**src/rtl/wdog_pkg.sv**
```systemverilog
// ============================================================
// Shared constants and types of the windowed watchdog.
// ============================================================
package wdog_pkg;

	// Counter, address and data widths.
	localparam int CW = 24;
	localparam int AW = 12;
	localparam int DW = 32;

	// Register byte offsets.
	localparam logic [AW-1:0] OFS_MODE = 12'h000;
	localparam logic [AW-1:0] OFS_RELOAD = 12'h004;
	localparam logic [AW-1:0] OFS_FEED = 12'h008;
	localparam logic [AW-1:0] OFS_COUNT = 12'h00C;
	localparam logic [AW-1:0] OFS_WARN = 12'h014;
	localparam logic [AW-1:0] OFS_WINDOW = 12'h018;

	// Mode control field positions.
	localparam int BIT_EN = 0;
	localparam int BIT_RSTEN = 1;
	localparam int BIT_TIMEOUT = 2;
	localparam int BIT_WARN = 3;
	localparam int BIT_PROTECT = 4;
	localparam int BIT_LOCK = 5;

	// Reset values and counter landmarks.
	localparam logic [CW-1:0] RELOAD_RST = 24'h0000FF;
	localparam logic [CW-1:0] COUNT_RST = 24'h0000FF;
	localparam logic [CW-1:0] WARN_RST = 24'h000000;
	localparam logic [CW-1:0] WINDOW_RST = 24'hFFFFFF;
	localparam logic [CW-1:0] MIN_LOAD = 24'h0000FF;
	localparam logic [CW-1:0] CNT_ZERO = 24'h000000;
	localparam logic [CW-1:0] CNT_ONE = 24'h000001;

	// Feed unlock keys, compared against the low data byte.
	localparam logic [7:0] FEED_KEY1 = 8'hAA;
	localparam logic [7:0] FEED_KEY2 = 8'h55;

	// Count clocks per counter step, and count clock edges a new setting needs.
	localparam int PRESCALE = 4;
	localparam int SYNC_STAGES = 3;

	// Settings that cross into the counting logic.
	typedef struct packed {
		logic en;
		logic rstEn;
		logic [CW-1:0] reload;
	} wdog_cfg_t;

	localparam wdog_cfg_t CFG_RST = '{en: 1'b0, rstEn: 1'b0, reload: RELOAD_RST};

	// APB request signals from the processor.
	typedef struct packed {
		logic psel;
		logic penable;
		logic pwrite;
		logic [AW-1:0] paddr;
		logic [DW-1:0] pwdata;
	} wdog_apb_req_t;

endpackage : wdog_pkg

```
**src/rtl/wdog_tick_gen.sv**
```systemverilog
`timescale 1ns/100ps
// ============================================================
// Count clock synchroniser and fixed prescaler.
// ============================================================
module wdog_tick_gen
	import wdog_pkg::*;
#(
	parameter int PRESCALE_DIV = PRESCALE
) (
	input wire logic core_clk, // Peripheral bus clock.
	input wire logic sys_rst, // Asynchronous reset, active high.
	input wire logic countClock, // Watchdog oscillator, asynchronous to core_clk.
	input wire logic run, // Counter is running; the prescaler idles otherwise.
	output logic countEdge, // One pulse per rising count clock edge.
	output logic countTick // One pulse per PRESCALE_DIV count clock edges.
);

	localparam int PW = $clog2(PRESCALE_DIV);
	localparam logic [PW-1:0] PRE_LAST = PW'(PRESCALE_DIV - 1);
	localparam logic [PW-1:0] PRE_ZERO = '0;

	logic meta_r; // First stage, read by syncd_r only.
	logic syncd_r; // Second stage, safe to use.
	logic prev_r; // Delayed copy for edge detection.
	logic edge_r, edge_nxt;
	logic tick_r, tick_nxt;
	logic [PW-1:0] presc_r, presc_nxt;

	// ============================================================
	// Next state.
	// ============================================================
	// The oscillator is far slower than core_clk, so sampling it as a level
	// loses no edge; faster oscillators would need a real second domain.
	always_comb begin
		edge_nxt = syncd_r && !prev_r;
		tick_nxt = 1'b0;
		presc_nxt = presc_r;
		if (!run) begin
			// Held in step so the first interval after a start is full.
			presc_nxt = PRE_ZERO;
		end else if (edge_nxt) begin
			tick_nxt = (presc_r == PRE_LAST);
			presc_nxt = (presc_r == PRE_LAST) ? PRE_ZERO : presc_r + 1'b1;
		end
	end

	// Registers only.
	always_ff @(posedge core_clk or posedge sys_rst) begin
		if (sys_rst) begin
			meta_r <= 1'b0;
			syncd_r <= 1'b0;
			prev_r <= 1'b0;
			edge_r <= 1'b0;
			tick_r <= 1'b0;
			presc_r <= PRE_ZERO;
		end else begin
			meta_r <= countClock;
			syncd_r <= meta_r;
			prev_r <= syncd_r;
			edge_r <= edge_nxt;
			tick_r <= tick_nxt;
			presc_r <= presc_nxt;
		end
	end

	assign countEdge = edge_r;
	assign countTick = tick_r;

endmodule : wdog_tick_gen

```
**src/rtl/wdog_timer.sv**
```systemverilog
`timescale 1ns/100ps
// Summary of operation
// - 24-bit counter steps every four count clocks.
// - Reload below 0xFF loads 0xFF instead.
// - Write 0xAA then 0x55 reloads counter.
// - Counter reaching zero while running is event.
// - Feed above window value is an event.
// - Wrong feed sequence is immediate event when enabled.
// - Zero count with reset enable requests chip reset.
// - Timeout flag survives watchdog reset; software clears.
// - Counter equal to warning value raises warning.
// - Enable, reset enable and reload take effect three count clocks later.
// - Counter captured at count edge, then read.
// - Mode bit 5 locks the count clock on.
// - Protected reload changes only below warning and window.
// - Reload protection clears only on a reset.
// - Once enabled, stays enabled until a reset.
// - Reload constant is 24 bits, resets to 0xFF.
// - Window compare resets to all ones.
// - Count value reads counter, resets to 0xFF.
// - Registers and counter on bus clock, counter stepped by count clock.
// - Enable and reset enable bits are set-only.
// - Warning flag set at compare, cleared by zero.
// - Reset enable chooses warning only or reset too.
module wdog_timer
	import wdog_pkg::*;
(
	input wire logic core_clk, // Peripheral bus clock.
	input wire logic sys_rst, // External reset, asynchronous, active high.
	input wire logic chipRst, // Synchronous pulse: chip reset caused by the watchdog.
	input wire logic countClock, // Watchdog oscillator clock, asynchronous.
	input wire wdog_apb_req_t apbReq, // APB request from the processor.
	output logic [DW-1:0] prdata, // APB read data.
	output logic pready, // APB ready; never stalls.
	output logic pslverr, // APB error for an unmapped address.
	output logic warnIrq, // Warning interrupt request, a level.
	output logic chipResetReq, // Chip reset request, one-cycle pulse.
	output logic clockLock // Keeps the count clock source powered.
);

	// ============================================================
	// Prescaler and count clock sampling.
	// ============================================================
	logic countEdge; // One pulse per count clock edge.
	logic countTick; // One pulse per counter step.
	logic running_r, running_nxt; // Counter started by a feed.

	wdog_tick_gen u_tick (
		.core_clk(core_clk),
		.sys_rst(sys_rst),
		.countClock(countClock),
		.run(running_r),
		.countEdge(countEdge),
		.countTick(countTick)
	);

	// ============================================================
	// Bus decode.
	// ============================================================
	logic acc; // Access phase of any transfer.
	logic wr; // Access phase of a write.
	logic setup; // Setup phase, when read data is prepared.
	logic mapped; // Address names a register.
	logic feedAcc; // Any access to the feed register.
	logic [7:0] keyByte; // Low data byte, compared against the keys.

	always_comb begin
		acc = apbReq.psel && apbReq.penable;
		wr = acc && apbReq.pwrite;
		setup = apbReq.psel && !apbReq.penable;
		mapped = (apbReq.paddr == OFS_MODE) || (apbReq.paddr == OFS_RELOAD) ||
			(apbReq.paddr == OFS_FEED) || (apbReq.paddr == OFS_COUNT) ||
			(apbReq.paddr == OFS_WARN) || (apbReq.paddr == OFS_WINDOW);
		feedAcc = acc && (apbReq.paddr == OFS_FEED);
		keyByte = apbReq.pwdata[7:0];
	end

	assign pready = 1'b1;
	assign pslverr = acc && !mapped;

	// ============================================================
	// Software visible state.
	// ============================================================
	logic en_r, en_nxt; // Run enable.
	logic rstEn_r, rstEn_nxt; // Reset generation enable.
	logic timeoutFlag_r, timeoutFlag_nxt; // Sticky event flag.
	logic warnFlag_r, warnFlag_nxt; // Sticky warning flag.
	logic protect_r, protect_nxt; // Reload protection.
	logic lock_r, lock_nxt; // Count clock lock.
	logic feedArmed_r, feedArmed_nxt; // First key seen.
	logic [CW-1:0] reloadReg_r, reloadReg_nxt;
	logic [CW-1:0] warnReg_r, warnReg_nxt;
	logic [CW-1:0] windowReg_r, windowReg_nxt;

	// Counting side state, declared here for the event terms.
	wdog_cfg_t cfgPipe_r [SYNC_STAGES];
	wdog_cfg_t cfgPipe_nxt [SYNC_STAGES];
	wdog_cfg_t cfgEff; // Settings as the counter sees them.
	logic [CW-1:0] counter_r, counter_nxt;
	logic [CW-1:0] snapshot_r, snapshot_nxt;
	logic [CW-1:0] loadVal; // Value a feed loads.

	// Event terms.
	logic feedKey, feedOk, feedErr, windowErr, protectErr, timeoutEv, warnEv, anyEv;
	logic protectOpen; // Counter below both warning and window values.
	logic chipResetReq_r, chipResetReq_nxt;

	assign cfgEff = cfgPipe_r[SYNC_STAGES-1];

	// Events. A feed reload wins over a counter step in the same cycle.
	always_comb begin
		loadVal = (cfgEff.reload < MIN_LOAD) ? MIN_LOAD : cfgEff.reload;
		feedKey = feedAcc && apbReq.pwrite && feedArmed_r && (keyByte == FEED_KEY2);
		feedOk = feedKey && cfgEff.en;
		// Any access other than the second key while armed, or any feed access
		// other than a first key while idle, breaks the sequence.
		feedErr = cfgEff.en && !feedKey && (feedArmed_r ? acc :
			(feedAcc && !(apbReq.pwrite && keyByte == FEED_KEY1)));
		windowErr = feedOk && running_r && (counter_r > windowReg_r);
		protectOpen = (counter_r < warnReg_r) && (counter_r < windowReg_r);
		protectErr = wr && (apbReq.paddr == OFS_RELOAD) && protect_r && !protectOpen;
		timeoutEv = countTick && running_r && !feedOk && (counter_r == CNT_ONE);
		warnEv = countTick && running_r && !feedOk && (counter_r == warnReg_r);
		anyEv = timeoutEv || windowErr || feedErr || protectErr;
		chipResetReq_nxt = anyEv && cfgEff.rstEn;
	end

	// Register writes, then hardware sets, so an event beats a clear.
	always_comb begin
		en_nxt = en_r;
		rstEn_nxt = rstEn_r;
		timeoutFlag_nxt = timeoutFlag_r;
		warnFlag_nxt = warnFlag_r;
		protect_nxt = protect_r;
		lock_nxt = lock_r;
		reloadReg_nxt = reloadReg_r;
		warnReg_nxt = warnReg_r;
		windowReg_nxt = windowReg_r;
		feedArmed_nxt = feedArmed_r;
		if (chipRst) begin
			// Watchdog reset: everything but the timeout flag returns home.
			en_nxt = 1'b0;
			rstEn_nxt = 1'b0;
			warnFlag_nxt = 1'b0;
			protect_nxt = 1'b0;
			lock_nxt = 1'b0;
			reloadReg_nxt = RELOAD_RST;
			warnReg_nxt = WARN_RST;
			windowReg_nxt = WINDOW_RST;
			feedArmed_nxt = 1'b0;
		end else begin
			if (acc) begin
				// Only a first key while idle arms; every other access disarms.
				feedArmed_nxt = feedAcc && apbReq.pwrite && !feedArmed_r && (keyByte == FEED_KEY1);
			end
			if (wr) begin
				unique case (apbReq.paddr)
					OFS_MODE: begin
						en_nxt = en_r || apbReq.pwdata[BIT_EN];
						rstEn_nxt = rstEn_r || apbReq.pwdata[BIT_RSTEN];
						if (!apbReq.pwdata[BIT_TIMEOUT]) begin
							timeoutFlag_nxt = 1'b0;
						end
						if (!apbReq.pwdata[BIT_WARN]) begin
							warnFlag_nxt = 1'b0;
						end
						protect_nxt = protect_r || apbReq.pwdata[BIT_PROTECT];
						lock_nxt = lock_r || apbReq.pwdata[BIT_LOCK];
					end
					OFS_RELOAD: begin
						if (!protectErr) begin
							reloadReg_nxt = apbReq.pwdata[CW-1:0];
						end
					end
					OFS_WARN: warnReg_nxt = apbReq.pwdata[CW-1:0];
					OFS_WINDOW: windowReg_nxt = apbReq.pwdata[CW-1:0];
					default: ; // Feed, read-only and unmapped writes store nothing.
				endcase
			end
		end
		if (anyEv) begin
			timeoutFlag_nxt = 1'b1;
		end
		if (warnEv) begin
			warnFlag_nxt = 1'b1;
		end
	end

	// Software state registers. Of the two resets, only the external reset clears the timeout flag.
	always_ff @(posedge core_clk or posedge sys_rst) begin
		if (sys_rst) begin
			en_r <= 1'b0;
			rstEn_r <= 1'b0;
			timeoutFlag_r <= 1'b0;
			warnFlag_r <= 1'b0;
			protect_r <= 1'b0;
			lock_r <= 1'b0;
			feedArmed_r <= 1'b0;
			reloadReg_r <= RELOAD_RST;
			warnReg_r <= WARN_RST;
			windowReg_r <= WINDOW_RST;
			chipResetReq_r <= 1'b0;
		end else begin
			en_r <= en_nxt;
			rstEn_r <= rstEn_nxt;
			timeoutFlag_r <= timeoutFlag_nxt;
			warnFlag_r <= warnFlag_nxt;
			protect_r <= protect_nxt;
			lock_r <= lock_nxt;
			feedArmed_r <= feedArmed_nxt;
			reloadReg_r <= reloadReg_nxt;
			warnReg_r <= warnReg_nxt;
			windowReg_r <= windowReg_nxt;
			chipResetReq_r <= chipResetReq_nxt;
		end
	end

	// ============================================================
	// Counting side.
	// ============================================================
	// Settings ride a pipeline advanced by count clock edges, so they act
	// only after SYNC_STAGES oscillator cycles. Software that protects the
	// reload too soon after a feed may race this pipeline.
	always_comb begin
		for (int i = 0; i < SYNC_STAGES; i++) begin
			cfgPipe_nxt[i] = cfgPipe_r[i];
		end
		running_nxt = running_r || feedOk;
		counter_nxt = counter_r;
		snapshot_nxt = snapshot_r;
		if (chipRst) begin
			for (int i = 0; i < SYNC_STAGES; i++) begin
				cfgPipe_nxt[i] = CFG_RST;
			end
			running_nxt = 1'b0;
			counter_nxt = COUNT_RST;
			snapshot_nxt = COUNT_RST;
		end else begin
			if (countEdge) begin
				cfgPipe_nxt[0] = '{en: en_r, rstEn: rstEn_r, reload: reloadReg_r};
				for (int i = 1; i < SYNC_STAGES; i++) begin
					cfgPipe_nxt[i] = cfgPipe_r[i-1];
				end
				snapshot_nxt = counter_r;
			end
			if (feedOk) begin
				counter_nxt = loadVal;
			end else if (countTick && running_r && counter_r != CNT_ZERO) begin
				counter_nxt = counter_r - CNT_ONE;
			end
		end
	end

	// Counting registers.
	always_ff @(posedge core_clk or posedge sys_rst) begin
		if (sys_rst) begin
			for (int i = 0; i < SYNC_STAGES; i++) begin
				cfgPipe_r[i] <= CFG_RST;
			end
			running_r <= 1'b0;
			counter_r <= COUNT_RST;
			snapshot_r <= COUNT_RST;
		end else begin
			for (int i = 0; i < SYNC_STAGES; i++) begin
				cfgPipe_r[i] <= cfgPipe_nxt[i];
			end
			running_r <= running_nxt;
			counter_r <= counter_nxt;
			snapshot_r <= snapshot_nxt;
		end
	end

	// ============================================================
	// Read data, prepared in the setup phase.
	// ============================================================
	logic [DW-1:0] prdata_r, prdata_nxt;

	// Reserved and unmapped bits read as zero; the feed register reads zero.
	always_comb begin
		prdata_nxt = prdata_r;
		if (setup) begin
			prdata_nxt = '0;
			case (apbReq.paddr)
				OFS_MODE: begin
					prdata_nxt[BIT_EN] = en_r;
					prdata_nxt[BIT_RSTEN] = rstEn_r;
					prdata_nxt[BIT_TIMEOUT] = timeoutFlag_r;
					prdata_nxt[BIT_WARN] = warnFlag_r;
					prdata_nxt[BIT_PROTECT] = protect_r;
					prdata_nxt[BIT_LOCK] = lock_r;
				end
				OFS_RELOAD: prdata_nxt[CW-1:0] = reloadReg_r;
				OFS_COUNT: prdata_nxt[CW-1:0] = snapshot_r;
				OFS_WARN: prdata_nxt[CW-1:0] = warnReg_r;
				OFS_WINDOW: prdata_nxt[CW-1:0] = windowReg_r;
				default: prdata_nxt = '0;
			endcase
		end
	end

	// Read data register.
	always_ff @(posedge core_clk or posedge sys_rst) begin
		if (sys_rst) begin
			prdata_r <= '0;
		end else begin
			prdata_r <= prdata_nxt;
		end
	end

	assign prdata = prdata_r;
	assign warnIrq = warnFlag_r;
	assign chipResetReq = chipResetReq_r;
	assign clockLock = lock_r;
endmodule : wdog_timer

```
**config.mk**
```make
export PLATFORM = sky130hd
export DESIGN_NAME = wdog_timer
export DESIGN_NICKNAME = d
export VERILOG_FILES = /design/src/rtl/wdog_pkg.sv /design/src/rtl/wdog_tick_gen.sv /design/src/rtl/wdog_timer.sv
export SDC_FILE = /design/constraint.sdc
export NUM_CORES = 1
export LEC_CHECK = 0
export BUFFER_PORTS_ARGS = -buffer_cell sky130_fd_sc_hd__clkbuf_2
export CAP_MARGIN = 20
export CORE_AREA = 4 4 230 232
export DETAILED_ROUTE_END_ITERATION = 8
export DIE_AREA = 0 0 234 236
export PLACE_DENSITY_LB_ADDON = 0.08
export SLEW_MARGIN = 30
export SYNTH_ARGS = -nofsm -noshare
export SYNTH_HDL_FRONTEND = slang
export SYNTH_SLANG_ARGS = --single-unit
```
**constraint.sdc**
```tcl
create_clock -name core_clk -period 13.55 [get_ports core_clk]
set_clock_uncertainty 0.15 [all_clocks]
set_input_delay 1.355 -clock core_clk [delete_from_list [all_inputs] [get_ports core_clk]]
set_output_delay 1.355 -clock core_clk [all_outputs]
set_load 0.05 [all_outputs]
```
Yosys cells after proc, flatten, opt, wreduce, memory -nomap -nowiden
Index checks and enable logic that the tools add are counted.
- order comparisons: 4
- reduce and logical (&&, ||, !) cells: 69
- muxes and demuxes: 51
- add/sub/neg operators: 2
- eq/ne operators: 15
- operator list (kind ; number):
    2-to-1 mux 24 bit ; 16
    2-to-1 mux 78 bit ; 2
    one-hot mux 18 bit (4 select lines) ; 1
    less-than comparator 24 bit ; 2
    one-hot mux 6 bit (5 select lines) ; 1
    logical AND 1 bit ; 28
    2-to-1 mux 1 bit ; 28
    == test 12 x 4 -> 1 bit (second input constant) ; 2
    == test 12 x 5 -> 1 bit (second input constant) ; 2
    == test 24 x 1 -> 1 bit (second input constant) ; 1
    == test 24 bit ; 1
    > comparator 24 bit ; 1
    less-than comparator 24 x 8 -> 1 bit (second input constant) ; 1
    nonzero test 24 bit ; 1
    subtractor 24 x 1 -> 24 bit (second input constant) ; 1
    nonzero test 2 bit ; 9
    logical OR 1 bit ; 13
    == test 12 x 3 -> 1 bit (second input constant) ; 1
    logical NOT 12 bit ; 1
    nonzero test 3 bit ; 3
    == test 8 x 7 -> 1 bit (second input constant) ; 1
    == test 8 bit (second input constant) ; 1
    logical NOT 1 bit ; 8
    2-to-1 mux 2 bit ; 3
    other kinds (8) ; 13
- bits in registers: 238
- output and inout port bits: 37
- bits of input ports: 51

Longest topological paths before layout
Gate-level depths: netlist of run 1.
- depth after elaboration: 14
- mapped depth: 10
- gate-level depth less buffers: 8

Hierarchy
From an unflattened synthesis of run 1, not the netlist that was laid out.
- cell total of the unflattened synthesis: 1153
- area total of the unflattened synthesis: 11886.4 µm²
- by module, submodules not included (module ; sequential area each (µm²) ; cells an instance ; area each (µm²) ; instances):
    wdog_timer ; 5870.6 ; 1136 ; 11637.4 ; 1
    wdog_tick_gen ; 175.2 ; 17 ; 249.0 ; 1

Least setup slack after synthesis of run 1
OpenSTA, ideal clock, no wires.
- kind: input to output
- start point: input apbReq[37] (netlist bit)
- end point: output pslverr
- required time: 12045 ps
- path slack: 8220 ps
- arrival time: 3825 ps
- cell stages on the path: 7
- path buffers: 3
- cell sequence: or3_1 -> clkbuf_1 -> nor2_1 -> and3_1 -> buf_2 -> clkbuf_1 -> nor4_1
- word-level cells in the longest chain between the ends: 8
- RTL lines (item ; RTL line ; text):
    from (decl) ; wdog_timer.sv:32 ; input wire wdog_apb_req_t apbReq,
    == test 12 x 3 -> 1 bit or logical NOT 12 bit (tied branches) ; wdog_timer.sv:71 ; mapped = (apbReq.paddr == OFS_MODE) || (apbReq.paddr == OFS_RELOAD) ||
    logical OR 1 bit (2 in series) ; wdog_timer.sv:71 ;
    logical OR 1 bit (2 in series) ; wdog_timer.sv:72 ; (apbReq.paddr == OFS_FEED) || (apbReq.paddr == OFS_COUNT) ||
    logical OR 1 bit (*) ; wdog_timer.sv:73 ; (apbReq.paddr == OFS_WARN) || (apbReq.paddr == OFS_WINDOW);
    logical NOT 1 bit (*) ; wdog_timer.sv:79 ; assign pslverr = acc && !mapped;
    logical AND 1 bit (*) ; wdog_timer.sv:79 ;
    to (decl) ; wdog_timer.sv:35 ; output logic pslverr,
Every way passes the cells marked *; elsewhere a longest branch is shown, timed or not.

Worst setup path after layout of run 1
- start point: input apbReq[41] (netlist bit)
- end point: output pslverr
The elaborated chain is that of the path after synthesis.

==> results of run 1 <==
[placed cells by master, fill, tap and decap left out, types with 31 or more instances in the layout]
cell / synthesis / routed
nand2_1: 73 / 73
dfstp_2: 72 / 72
ha_1: 51 / 51
a21oi_1: 33 / 32
clkbuf_2: 0 / 69
dfrtp_1: 166 / 165
clkbuf_16: 0 / 31
a211o_1: 58 / 58
a22o_1: 41 / 41
nor2_1: 145 / 144
inv_1: 51 / 50
a22oi_1: 49 / 49
nor2b_1: 40 / 40
mux2i_1: 73 / 73
nand3_1: 31 / 31
[synthesized netlist by cell type, types with 30 or more instances]
| library cell | n |
|---|---|
| nand3_1 | 31 |
| dfstp_2 | 72 |
| a31oi_1 | 30 |
| a211o_1 | 58 |
| dfrtp_1 | 166 |
| inv_1 | 51 |
| mux2i_1 | 73 |
| a22o_1 | 41 |
| nand2_1 | 73 |
| a22oi_1 | 49 |
| clkbuf_1 | 56 |
| nor2b_1 | 40 |
| ha_1 | 51 |
| nor2_1 | 145 |
| a21oi_1 | 33 |
[worst paths after layout]
path | startpoint | end | slack (ns) | depth (start not counted)
setup / recovery | apbReq[41] | pslverr | 8.62 | 6
hold / removal | u_tick.meta_r | u_tick.syncd_r | 0.21 | 0
setup reg to reg | windowReg_r[15] | reloadReg_r[14] | 9.84 | 9
hold reg to reg | u_tick.meta_r | u_tick.syncd_r | 0.21 | 0
max in group asynchronous | sys_rst | windowReg_r[19] | 11.23 | 4
min in group asynchronous | sys_rst | cfgPipe_r[76] | 0.75 | 2
[final cells by class]
| cell class | count | area [µm²] | share of cell area |
|---|---|---|---|
| clock buffers | 46 | 922 | 0.0629 |
| clock inverters | 10 | 80.1 | 0.00546 |
| inverters | 51 | 199 | 0.0136 |
| multi-input cells | 857 | 6020 | 0.410 |
| flip-flops and latches | 238 | 6050 | 0.412 |
| well taps | 680 | 851 | 0.0580 |
| repair buffers | 91 | 547 | 0.0373 |
[routing by layer]
metal / global-route usage / routed length (µm) / up-vias
li1: - / - / 4570
met5: 0 / 13 / -
met4: 0.0320 / 686 / 2
met2: 0.237 / 19300 / 189
met3: 0.0243 / 1950 / 48
met1: 0.228 / 21100 / 4889
[where the power goes]
| part | internal [mW] | switching [mW] | total (mW) |
|---|---|---|---|
| clock | 0.484 | 0.328 | 0.812 |
| combinational | 0.0216 | 0.0583 | 0.0799 |
| sequential | 0.722 | 0.00587 | 0.728 |
| total | 1.23 | 0.392 | 1.62 |
[flip-flops by register name, indices dropped and copies added (netlist names), 2 cells and up]
name,flops
snapshot_r,24
cfgPipe_r,52
windowReg_r,24
cfgEff,26
counter_r,24
u_tick.presc_r,2
warnReg_r,24
prdata,24
reloadReg_r,24
[through the flow]
stage                     hold slack (ns)   util
after CTS                           0.212  0.287
after floorplan                     0.181      -
final                               0.210  0.288
after global placement              0.189  0.267
after global routing                0.220  0.288
after detailed placement            0.198  0.268
[kinds of logic after synthesis]
logic type / share of synthesized area
buf+inv: 0.0507
flops: 0.478
compound gates: 0.182
simple gates: 0.166
other cells: 0.000594
mux: 0.0587
fa+ha+maj: 0.0505
xor+xnor: 0.0132
==> summary.md, run 1 <==
| Metric | Value |
|---|---|
| Status | `finished, final reports clean` |
| I/O pin cnt | `88` |
| Post-route setup TNS | `0 ns` |
| Core area | `roughly 51000 µm²` |
| Vias per cell | `4.92` |
| Worst path bufs/invs | `2` |
| Placed Cells | `1916` |
| Antenna violations before repair | `3` |
| Data required, critical path | `12.05 ns` |
| Worst Hold Class | `register to register` |
| Syn avg cell area | `10.2 µm²` |
| Fin worst setup slack | `8.62 ns` |
| ANT cells | `0` |
| Final hold vios | `0` |
| Final std cells w/o fill | `1973` |
| P_leak | `6.51 nW` |
| Fin crit period | `just under 5 ns` |
| Routed len/inst | `~22 µm` |
| Dpl cell area | `13600 µm²` |
| Port Buf Inserts | `70` |
| VDD IR-drop max | `0.0852 mV` |
| Initial DRC Count | `671` |
| Post-CTS Setup Inserts | `0` |
| CTS H-Tree Depth | `1` |
| Clock sinks | `238` |
| First-pass GRT wire length | `65.3 mm` |
| Worst-path cell chain | `clkbuf_2 > or4_1 > nor2_1 > and3_2 > nor4_1 > clkbuf_2` |
| Mapped Area | `12600 µm²` |
| DRT Pass-1 Iters | `5` |
| Via count | `just under 10000` |
| Max Freq | `203 MHz` |
| Top cells by area, synth | `dfrtp_1 (33%), dfstp_2 (15%), mux2i_1 (5.8%), ha_1 (5.0%), nor2_1 (4.3%)` |
| MaxCap Viol Count | `0` |
| Deepest clock path buffer count | `3` |
| Total gr overflow | `0` |
| Crit start category | `input pin` |
| Die height | `236 µm` |
| Overall power | `1.62 mW` |
| Dpl ws | `8.59 ns` |
| Final #Nets | `1371` |
| Worst-path maximum fanout | `27` |
| CTS Root Cell | `clkbuf_16` |
| Worst endpoint data arrival time | `3.43 ns` |
| Yosys top cell area share | `0.329` |
| Hpwl dp | `28.6 mm` |
| Antenna-violating nets left | `0` |
| Design Area, Final | `14700 µm²` |
| CP dominant cell by count | `clkbuf_2` |
| Final wirelength | `43.0 mm` |
| Initial Utilization | `0.248` |
| Fill cells | `5319` |
| Worst Setup End Kind | `primary output` |
| Yosys reg bits | `approximately 240` |
| Overall Global Routing Usage | `0.154` |
| Final setup viols | `0` |
| RSZ-0062 raised after global routing | `false` |
| Post-cts repair resize count | `0` |
| DRC errors left | `0` |
| Critical path class | `input pin to primary output` |
| Post-route clock period utilization | `0.364` |
| Rows | `83` |
| Proportion of layout cells with a drive suffix above 1 | `0.183` |
| GPL Wtd Cong | `0.770` |
| Clk_lat worst skew | `0.58 ns` |
| CTS clock-pin slew for the worst setup and hold paths | `0.05 ns` |
| Pins over their slew limit | `0` |
| Asr flop ratio synth | `1.00` |
| DIE WIDTH | `234 µm` |
| YS warnings | `0` |
| Area leader, netlist | `dfrtp_1` |
| TritonCTS clock tree | `yes` |
| Syn-to-layout area delta | `16.1%` |
| Max incr delay on CP | `0.72 ns` |
| Cell Pwr Density | `110 nW/µm²` |
| Post-synth EDFFs | `0` |
| Family with the most delay on the worst path | `simple AND/OR/NAND/NOR gates` |
| Slew HR | `0.424` |
| Area of the die | `55200 µm²` |
| Post-synthesis cell type count | `66` |
| Top FF cell, synth | `dfrtp_1` |
| Cts hold-fix bufs | `0` |
| Gate Count Post-Synth | `around 1200` |
| Sequential area share after synthesis | `0.478` |
| Largest net degree at the start of global routing | `149` |
| Cts bufs inserted | `30` |
| Slew @ Worst Pin | `0.864 ns` |
| Number of global-route vias before repair | `9758` |
| CP max stage cell | `and3_2` |
(Power assumes the default switching activity.)
==> inputs of run 2 (changes only) <==
ABC_AREA = 1   (was default)
CORE_AREA = 4 4 228 230   (was 4 4 230 232)
DIE_AREA = 0 0 232 234   (was 0 0 234 236)
clock period = 4.2 ns   (was 13.55 ns; I/O delays follow)
==> run 2 against run 1 <==
  * Critical path depth is 3 higher
  * Clock power grew to 3.1 times the previous value
  * Worst setup slack worse by 7.3 ns
  * Total power grew to 3.3 times the previous value
  * Via count is 5.9% higher
  * Routed wire length is 0.86% lower
  * Sequential cell count stayed put
  * Sequential share of layout area is 0.089 points lower
  * Synthesized cell count is 21% higher
==> summary.md, run 2 <==
| Metric | Value |
|---|---|
| Area leader, netlist | `dfrtp_1` |
| Cts bufs inserted | `31` |
| CTS clock-pin slew for the worst setup and hold paths | `~0.060 ns` |
| I/O pin cnt | `roughly 90` |
| TritonCTS clock tree | `yes` |
| Antenna violations before repair | `0` |
| Mapped Area | `12400 µm²` |
| Worst R2R Path Depth | `9` |
| Max reg flops | `52` |
| Worst-path maximum fanout | `11` |
| P_leak | `6.97 nW` |
| Total gr overflow | `0` |
| R2R Setup Slk | `1.35 ns` |
| DRT Pass-1 Iters | `5` |
| Worst endpoint data arrival time | `roughly 3.2 ns` |
| Gate Count Post-Synth | `1491` |
| Post-route clock period utilization | `0.678` |
| YS warnings | `0` |
| CTS Root Cell | `clkbuf_16` |
| Reg-to-Reg Start | `counter_r[0]` |
| Post-synth EDFFs | `0` |
| Clk_lat worst skew | `0.57 ns` |
| Hold WS | `0.0430 ns` |
| Fill cells | `5434` |
| Status | `finished, final reports clean` |
| Most frequent cell after synthesis | `nand2_1` |
| Worst Hold Class | `input pin to register` |
| Hpwl dp | `~30 mm` |
| Largest net degree at the start of global routing | `roughly 110` |
| Top FF cell, synth | `dfrtp_1` |
| DRC errors left | `0` |
| Dpl cell area | `13500 µm²` |
| Asr flop ratio synth | `1.00` |
| Max Freq | `351 MHz` |
| MaxCap Viol Count | `0` |
| Number of global-route vias before repair | `about 11000` |
| Most instantiated cells after synthesis | `nand2_1 (296), inv_1 (219), dfrtp_1 (166)` |
| Post-cts repair resize count | `0` |
| Worst-path cell chain | `inv_1 > ha_1 > nand2_1 > nor2_2 > nand2_1 > o21ai_2 > nand3_1 > buf_4 > o22ai_1` |
| Proportion of layout cells with a drive suffix above 1 | `0.159` |
| CP max stage cell | `nand3_1` |
| Vias per cell | `approximately 4.5` |
| Slew @ Worst Pin | `0.847 ns` |
| Deepest clock path buffer count | `3` |
| RSZ-0062 raised after global routing | `false` |
| Yosys top cell area share | `0.336` |
| CTS H-Tree Depth | `1` |
| Hold path start | `apbReq[5]` |
| Dpl ws | `1.04 ns` |
| Core area | `49900 µm²` |
| Cell Pwr Density | `365 nW/µm²` |
| Max incr delay on CP | `0.42 ns` |
| Syn-to-layout area delta | `18.8%` |
| Fin crit period | `2.85 ns` |
| Leading cell type in the layout, fill and taps excluded | `nand2_1` |
| Largest Register | `cfgPipe_r` |
| Syn avg cell area | `8.30 µm²` |
| Port Buf Inserts | `70` |
| Critical path class | `register to register` |
| Design Area, Final | `14700 µm²` |
| Via count | `between 10000 and 15000` |
| Worst Setup End Kind | `register` |
| Hold path depth | `3` |
| Final hold vios | `0` |
| Initial DRC Count | `slightly above 600` |
| Commonest non-fill, non-tap cells in the layout | `nand2_1 (296), inv_1 (217), dfrtp_1 (166)` |
| Post-CTS Setup Inserts | `0` |
| Pins over their slew limit | `0` |
| Initial Utilization | `0.248` |
| Die height | `234 µm` |
| Yosys reg bits | `238` |
| GPL Wtd Cong | `approximately 0.80` |
| Crit start category | `register` |
| Clock sinks | `238` |
| Fin worst setup slack | `about 1.4 ns` |
| Final wirelength | `42.7 mm` |
| Top cells by area, synth | `dfrtp_1 (34%), dfstp_2 (15%), nand2_1 (9.0%), inv_1 (6.6%), o21ai_0 (6.6%)` |
| Antenna-violating nets left | `0` |
| Final setup viols | `0` |
| VDD IR-drop max | `a little over 0.3 mV` |
| Post-synthesis cell type count | `44` |
| Slew HR | `0.435` |
| CP dominant cell by count | `nand2_1` |
| DIE WIDTH | `232 µm` |
| Post-route setup TNS | `0 ns` |
| Family with the most delay on the worst path | `simple AND/OR/NAND/NOR gates` |
| First-pass GRT wire length | `between 60 and 70 mm` |
| Final #Nets | `1678` |
| Overall Global Routing Usage | `0.157` |
| Sequential area share after synthesis | `0.489` |
| Area of the die | `54300 µm²` |
| RR Endpoint | `counter_r[9]` |
| Rows | `82` |
| Routed len/inst | `18.8 µm` |
| WHS Endpoint | `clockLock` |
| Data required, critical path | `4.54 ns` |
| Worst path bufs/invs | `2` |
==> run 2: changes by cell type after synthesis, moves of 53 or more <==
cell	delta
o22ai_1	+70
a211o_1	-58
o21ai_0	+159
nand2_1	+223
nand3_1	+53
inv_1	+168
mux2i_1	-73
==> run 2: through the flow <==
step,std cells,utilization,power [mW]
after floorplan,1498,-,2.70
after global placement,2193,0.270,2.86
after detailed placement,2195,0.271,2.87
after CTS,2272,0.295,5.48
after global routing,2272,0.295,5.61
final,2273,0.295,5.37
==> run 2: worst min-delay path, cell delays in order <==
cell	delay [ns]
clkbuf_2	0.14
nand2_1	0.08
a21oi_1	0.07
==> run 2: repair_timing <==
| action | CTS | global route |
|---|---|---|
| endpoints found under the setup margin | 0 | 0 |
| hold buffers | 20 | 0 |
| hold endpoints to repair | 57 | 0 |
==> run 2: layout make-up <==
cell class,count,area (µm²),share of cell area
repair buffers,115,816,0.0555
flip-flops and latches,238,6050,0.411
inverters,227,856,0.0582
multi-input cells,963,5170,0.352
well taps,672,841,0.0572
clock inverters,5,25.0,0.00170
clock buffers,52,935,0.0636
diodes,1,2.50,0.000170
==> run 2: kinds of logic after synthesis <==
group / count (synthesis) / share of synthesized area
AOI/OAI and AO/OA: 357 / 0.162
DFF: 238 / 0.489
buffers and inverters: 297 / 0.0976
other: 2 / 0.000607
xor gates and xnor gates: 15 / 0.0106
and+or+nand+nor: 531 / 0.189
adders and majority gates: 51 / 0.0516
==> run 2: worst max-delay path by stage <==
stage / startpoint / to / cells past startpoint
after floorplan: sys_rst / cfgEff[10] / 1
after global placement: chipRst / snapshot_r[8] / 5
after detailed placement: apbReq[33] / warnReg_r[12] / 11
after CTS: counter_r[0] / counter_r[9] / 9
after global routing: counter_r[0] / counter_r[9] / 9
final: counter_r[0] / counter_r[9] / 9
==> run 2: power by group <==
| part | internal (mW) | switching [mW] |
|---|---|---|
| Combinational | 0.116 | 0.331 |
| Sequential | 2.37 | 0.0194 |
| Clock | 1.49 | 1.04 |
==> run 2: routing by layer <==
metal / GRT usage / routed length [µm]
met5: 0 / 0
met4: 0.0357 / 828
met3: 0.0192 / 1320
met2: 0.266 / 20000
met1: 0.215 / 20500
==> inputs of run 3 (changes only) <==
ABC_AREA = 0   (was 1)
CORE_AREA = 4 4 230 232   (was 4 4 228 230)
DIE_AREA = 0 0 234 236   (was 0 0 232 234)
clock period = 3 ns   (was 4.2 ns; I/O delays follow)
==> run 3 against run 2 <==
  * Clock power increased by 57%
  * Highest routed layer unchanged
  * Largest power group unchanged
  * Sequential power grew 38%
  * Global-route usage fell by 0.064 points
  * Total power grew 43%
  * Combinational power down 8.1%
  * Sequential cell count did not move
  * Fmax increased by 0.33%
  * Core utilization is 1.2 points higher
  * Largest cell class is now multi-input combinational cells
==> summary.md, run 3 (synthesis gave the netlist of run 1 again) <==
| Metric | Value |
|---|---|
| Worst-path maximum fanout | `12` |
| Status | `finished, final reports clean` |
| Proportion of layout cells with a drive suffix above 1 | `0.218` |
| Via count | `10100` |
| Hpwl dp | `31.1 mm` |
| TritonCTS clock tree | `yes` |
| Leading cell type in the layout, fill and taps excluded | `dfrtp_1` |
| Core area | `a little over 50000 µm²` |
| Slew @ Worst Pin | `0.725 ns` |
| Fin worst setup slack | `0.162 ns` |
| DIE WIDTH | `between 200 and 250 µm` |
| Pins over their slew limit | `0` |
| CP max stage cell | `dfstp_2` |
| Dpl cell area | `around 14000 µm²` |
| DRT Pass-1 Iters | `5` |
| Die height | `between 200 and 250 µm` |
| Design Area, Final | `15600 µm²` |
| Final #Nets | `1452` |
| Number of global-route vias before repair | `10100` |
| Worst Setup End Kind | `register` |
| Antenna violations before repair | `0` |
| MaxCap Viol Count | `0` |
| Total gr overflow | `0` |
| Max reg flops | `52` |
| Post-CTS Setup Inserts | `0` |
| Final std cells w/o fill | `between 2000 and 2500` |
| Dpl ws | `0.0179 ns` |
| Hold WS | `0.0876 ns` |
| CTS H-Tree Depth | `1` |
| VDD IR-drop max | `about 0.36 mV` |
| Cell Pwr Density | `490 nW/µm²` |
| CTS Root Cell | `clkbuf_16` |
| Data required, critical path | `3.30 ns` |
| Initial Utilization | `0.248` |
| Clk_lat worst skew | `0.57 ns` |
| Largest net degree at the start of global routing | `74` |
| Worst Hold Class | `input pin to register` |
| Overall power | `7.67 mW` |
| Post-route setup TNS | `0 ns` |
| Area of the die | `55200 µm²` |
| Final setup viols | `0` |
| Port Buf Inserts | `70` |
| Cts bufs inserted | `30` |
| Syn-to-layout area delta | `23.8%` |
| Initial DRC Count | `approximately 670` |
| Clock sinks | `238` |
| P_leak | `approximately 7.0 nW` |
| Final hold vios | `0` |
| Max incr delay on CP | `0.53 ns` |
| First-pass GRT wire length | `66.3 mm` |
| Worst endpoint data arrival time | `3.14 ns` |
| Worst-path cell chain | `inv_1 > ha_1 > and4_4 > nand4_1 > a311oi_1 > buf_4 > nor4b_4 > and3_1 > buf_4 > a311o_1` |
| Final wirelength | `43.8 mm` |
| Post-route clock period utilization | `0.946` |
| Antenna-violating nets left | `0` |
| I/O pin cnt | `88` |
| Placed Cells | `around 2000` |
| DRC errors left | `0` |
| Fill cells | `5256` |
| Critical path class | `register to register` |
| GPL Wtd Cong | `0.826` |
| Fin crit period | `2.84 ns` |
| CP dominant cell by count | `buf_4` |
| Deepest clock path buffer count | `3` |
| RSZ-0062 raised after global routing | `true` |
| Commonest non-fill, non-tap cells in the layout | `dfrtp_1 (165), nor2_1 (144), mux2i_1 (73), nand2_1 (73), dfstp_2 (72)` |
| Post-layout util | `0.307` |
| Largest Register | `cfgPipe_r` |
| Max Freq | `352 MHz` |
| Slew HR | `0.516` |
| Rows | `83` |
| Overall Global Routing Usage | `0.156` |
| Routed len/inst | `~21 µm` |
| CTS clock-pin slew for the worst setup and hold paths | `0.06 ns` |
| Vias per cell | `4.91` |
| ANT cells | `0` |
| Crit start category | `register` |
-- run 3: final cells by class --
cell class | instances | area, µm² | share of cell area
Multi-Input combinational cell | 857 | 6080 | 0.389
Tap cell | 680 | 851 | 0.0544
Timing Repair Buffer | 172 | 1370 | 0.0876
Clock inverter | 8 | 144 | 0.00920
Clock buffer | 48 | 950 | 0.0607
Sequential cell | 238 | 6050 | 0.387
Inverter | 51 | 195 | 0.0125
-- run 3: timing repair --
action | in CTS | in global routing
setup endpoints to repair | 1 | 31
endpoints found under the hold margin | 87 | 0
hold buffers | 26 | 0
gates resized for setup | 0 | 13
pin swaps | 1 | 2
-- run 3: final timing paths --
kind / from / to / slack, ns / cells after the start
max: windowReg_r[19] / reloadReg_r[9] / 0.16 / 10
min: chipRst / cfgEff[24] / 0.09 / 2
max reg2reg: windowReg_r[19] / reloadReg_r[9] / 0.16 / 10
min reg2reg: u_tick.meta_r / u_tick.syncd_r / 0.20 / 0
max in group asynchronous: sys_rst / windowReg_r[16] / 1.58 / 5
min in group asynchronous: sys_rst / prdata[3] / 0.22 / 3
-- run 3: layer usage --
metal	vias to the layer above	GRT usage	share of wire
met3	41	0.0211	0.047
met5	-	0	0
met1	5073	0.235	0.49
li1	4738	-	-
met4	0	0.0338	0.016
met2	234	0.237	0.45
-- run 3: where the power goes --
group / switching (mW) / total [mW] / internal (mW)
clock network: 1.48 / 3.98 / 2.49
logic: 0.273 / 0.411 / 0.138
registers: 0.0255 / 3.29 / 3.26
total: 1.78 / 7.67 / 5.89
-- run 3: critical path, delay by kind of cell (launching register included) --
family	cells	cell delay, ns
simple gates	4	0.69
compound gates	2	0.60
flops	1	0.53
buf+inv	3	0.44
fa+ha+maj	1	0.31
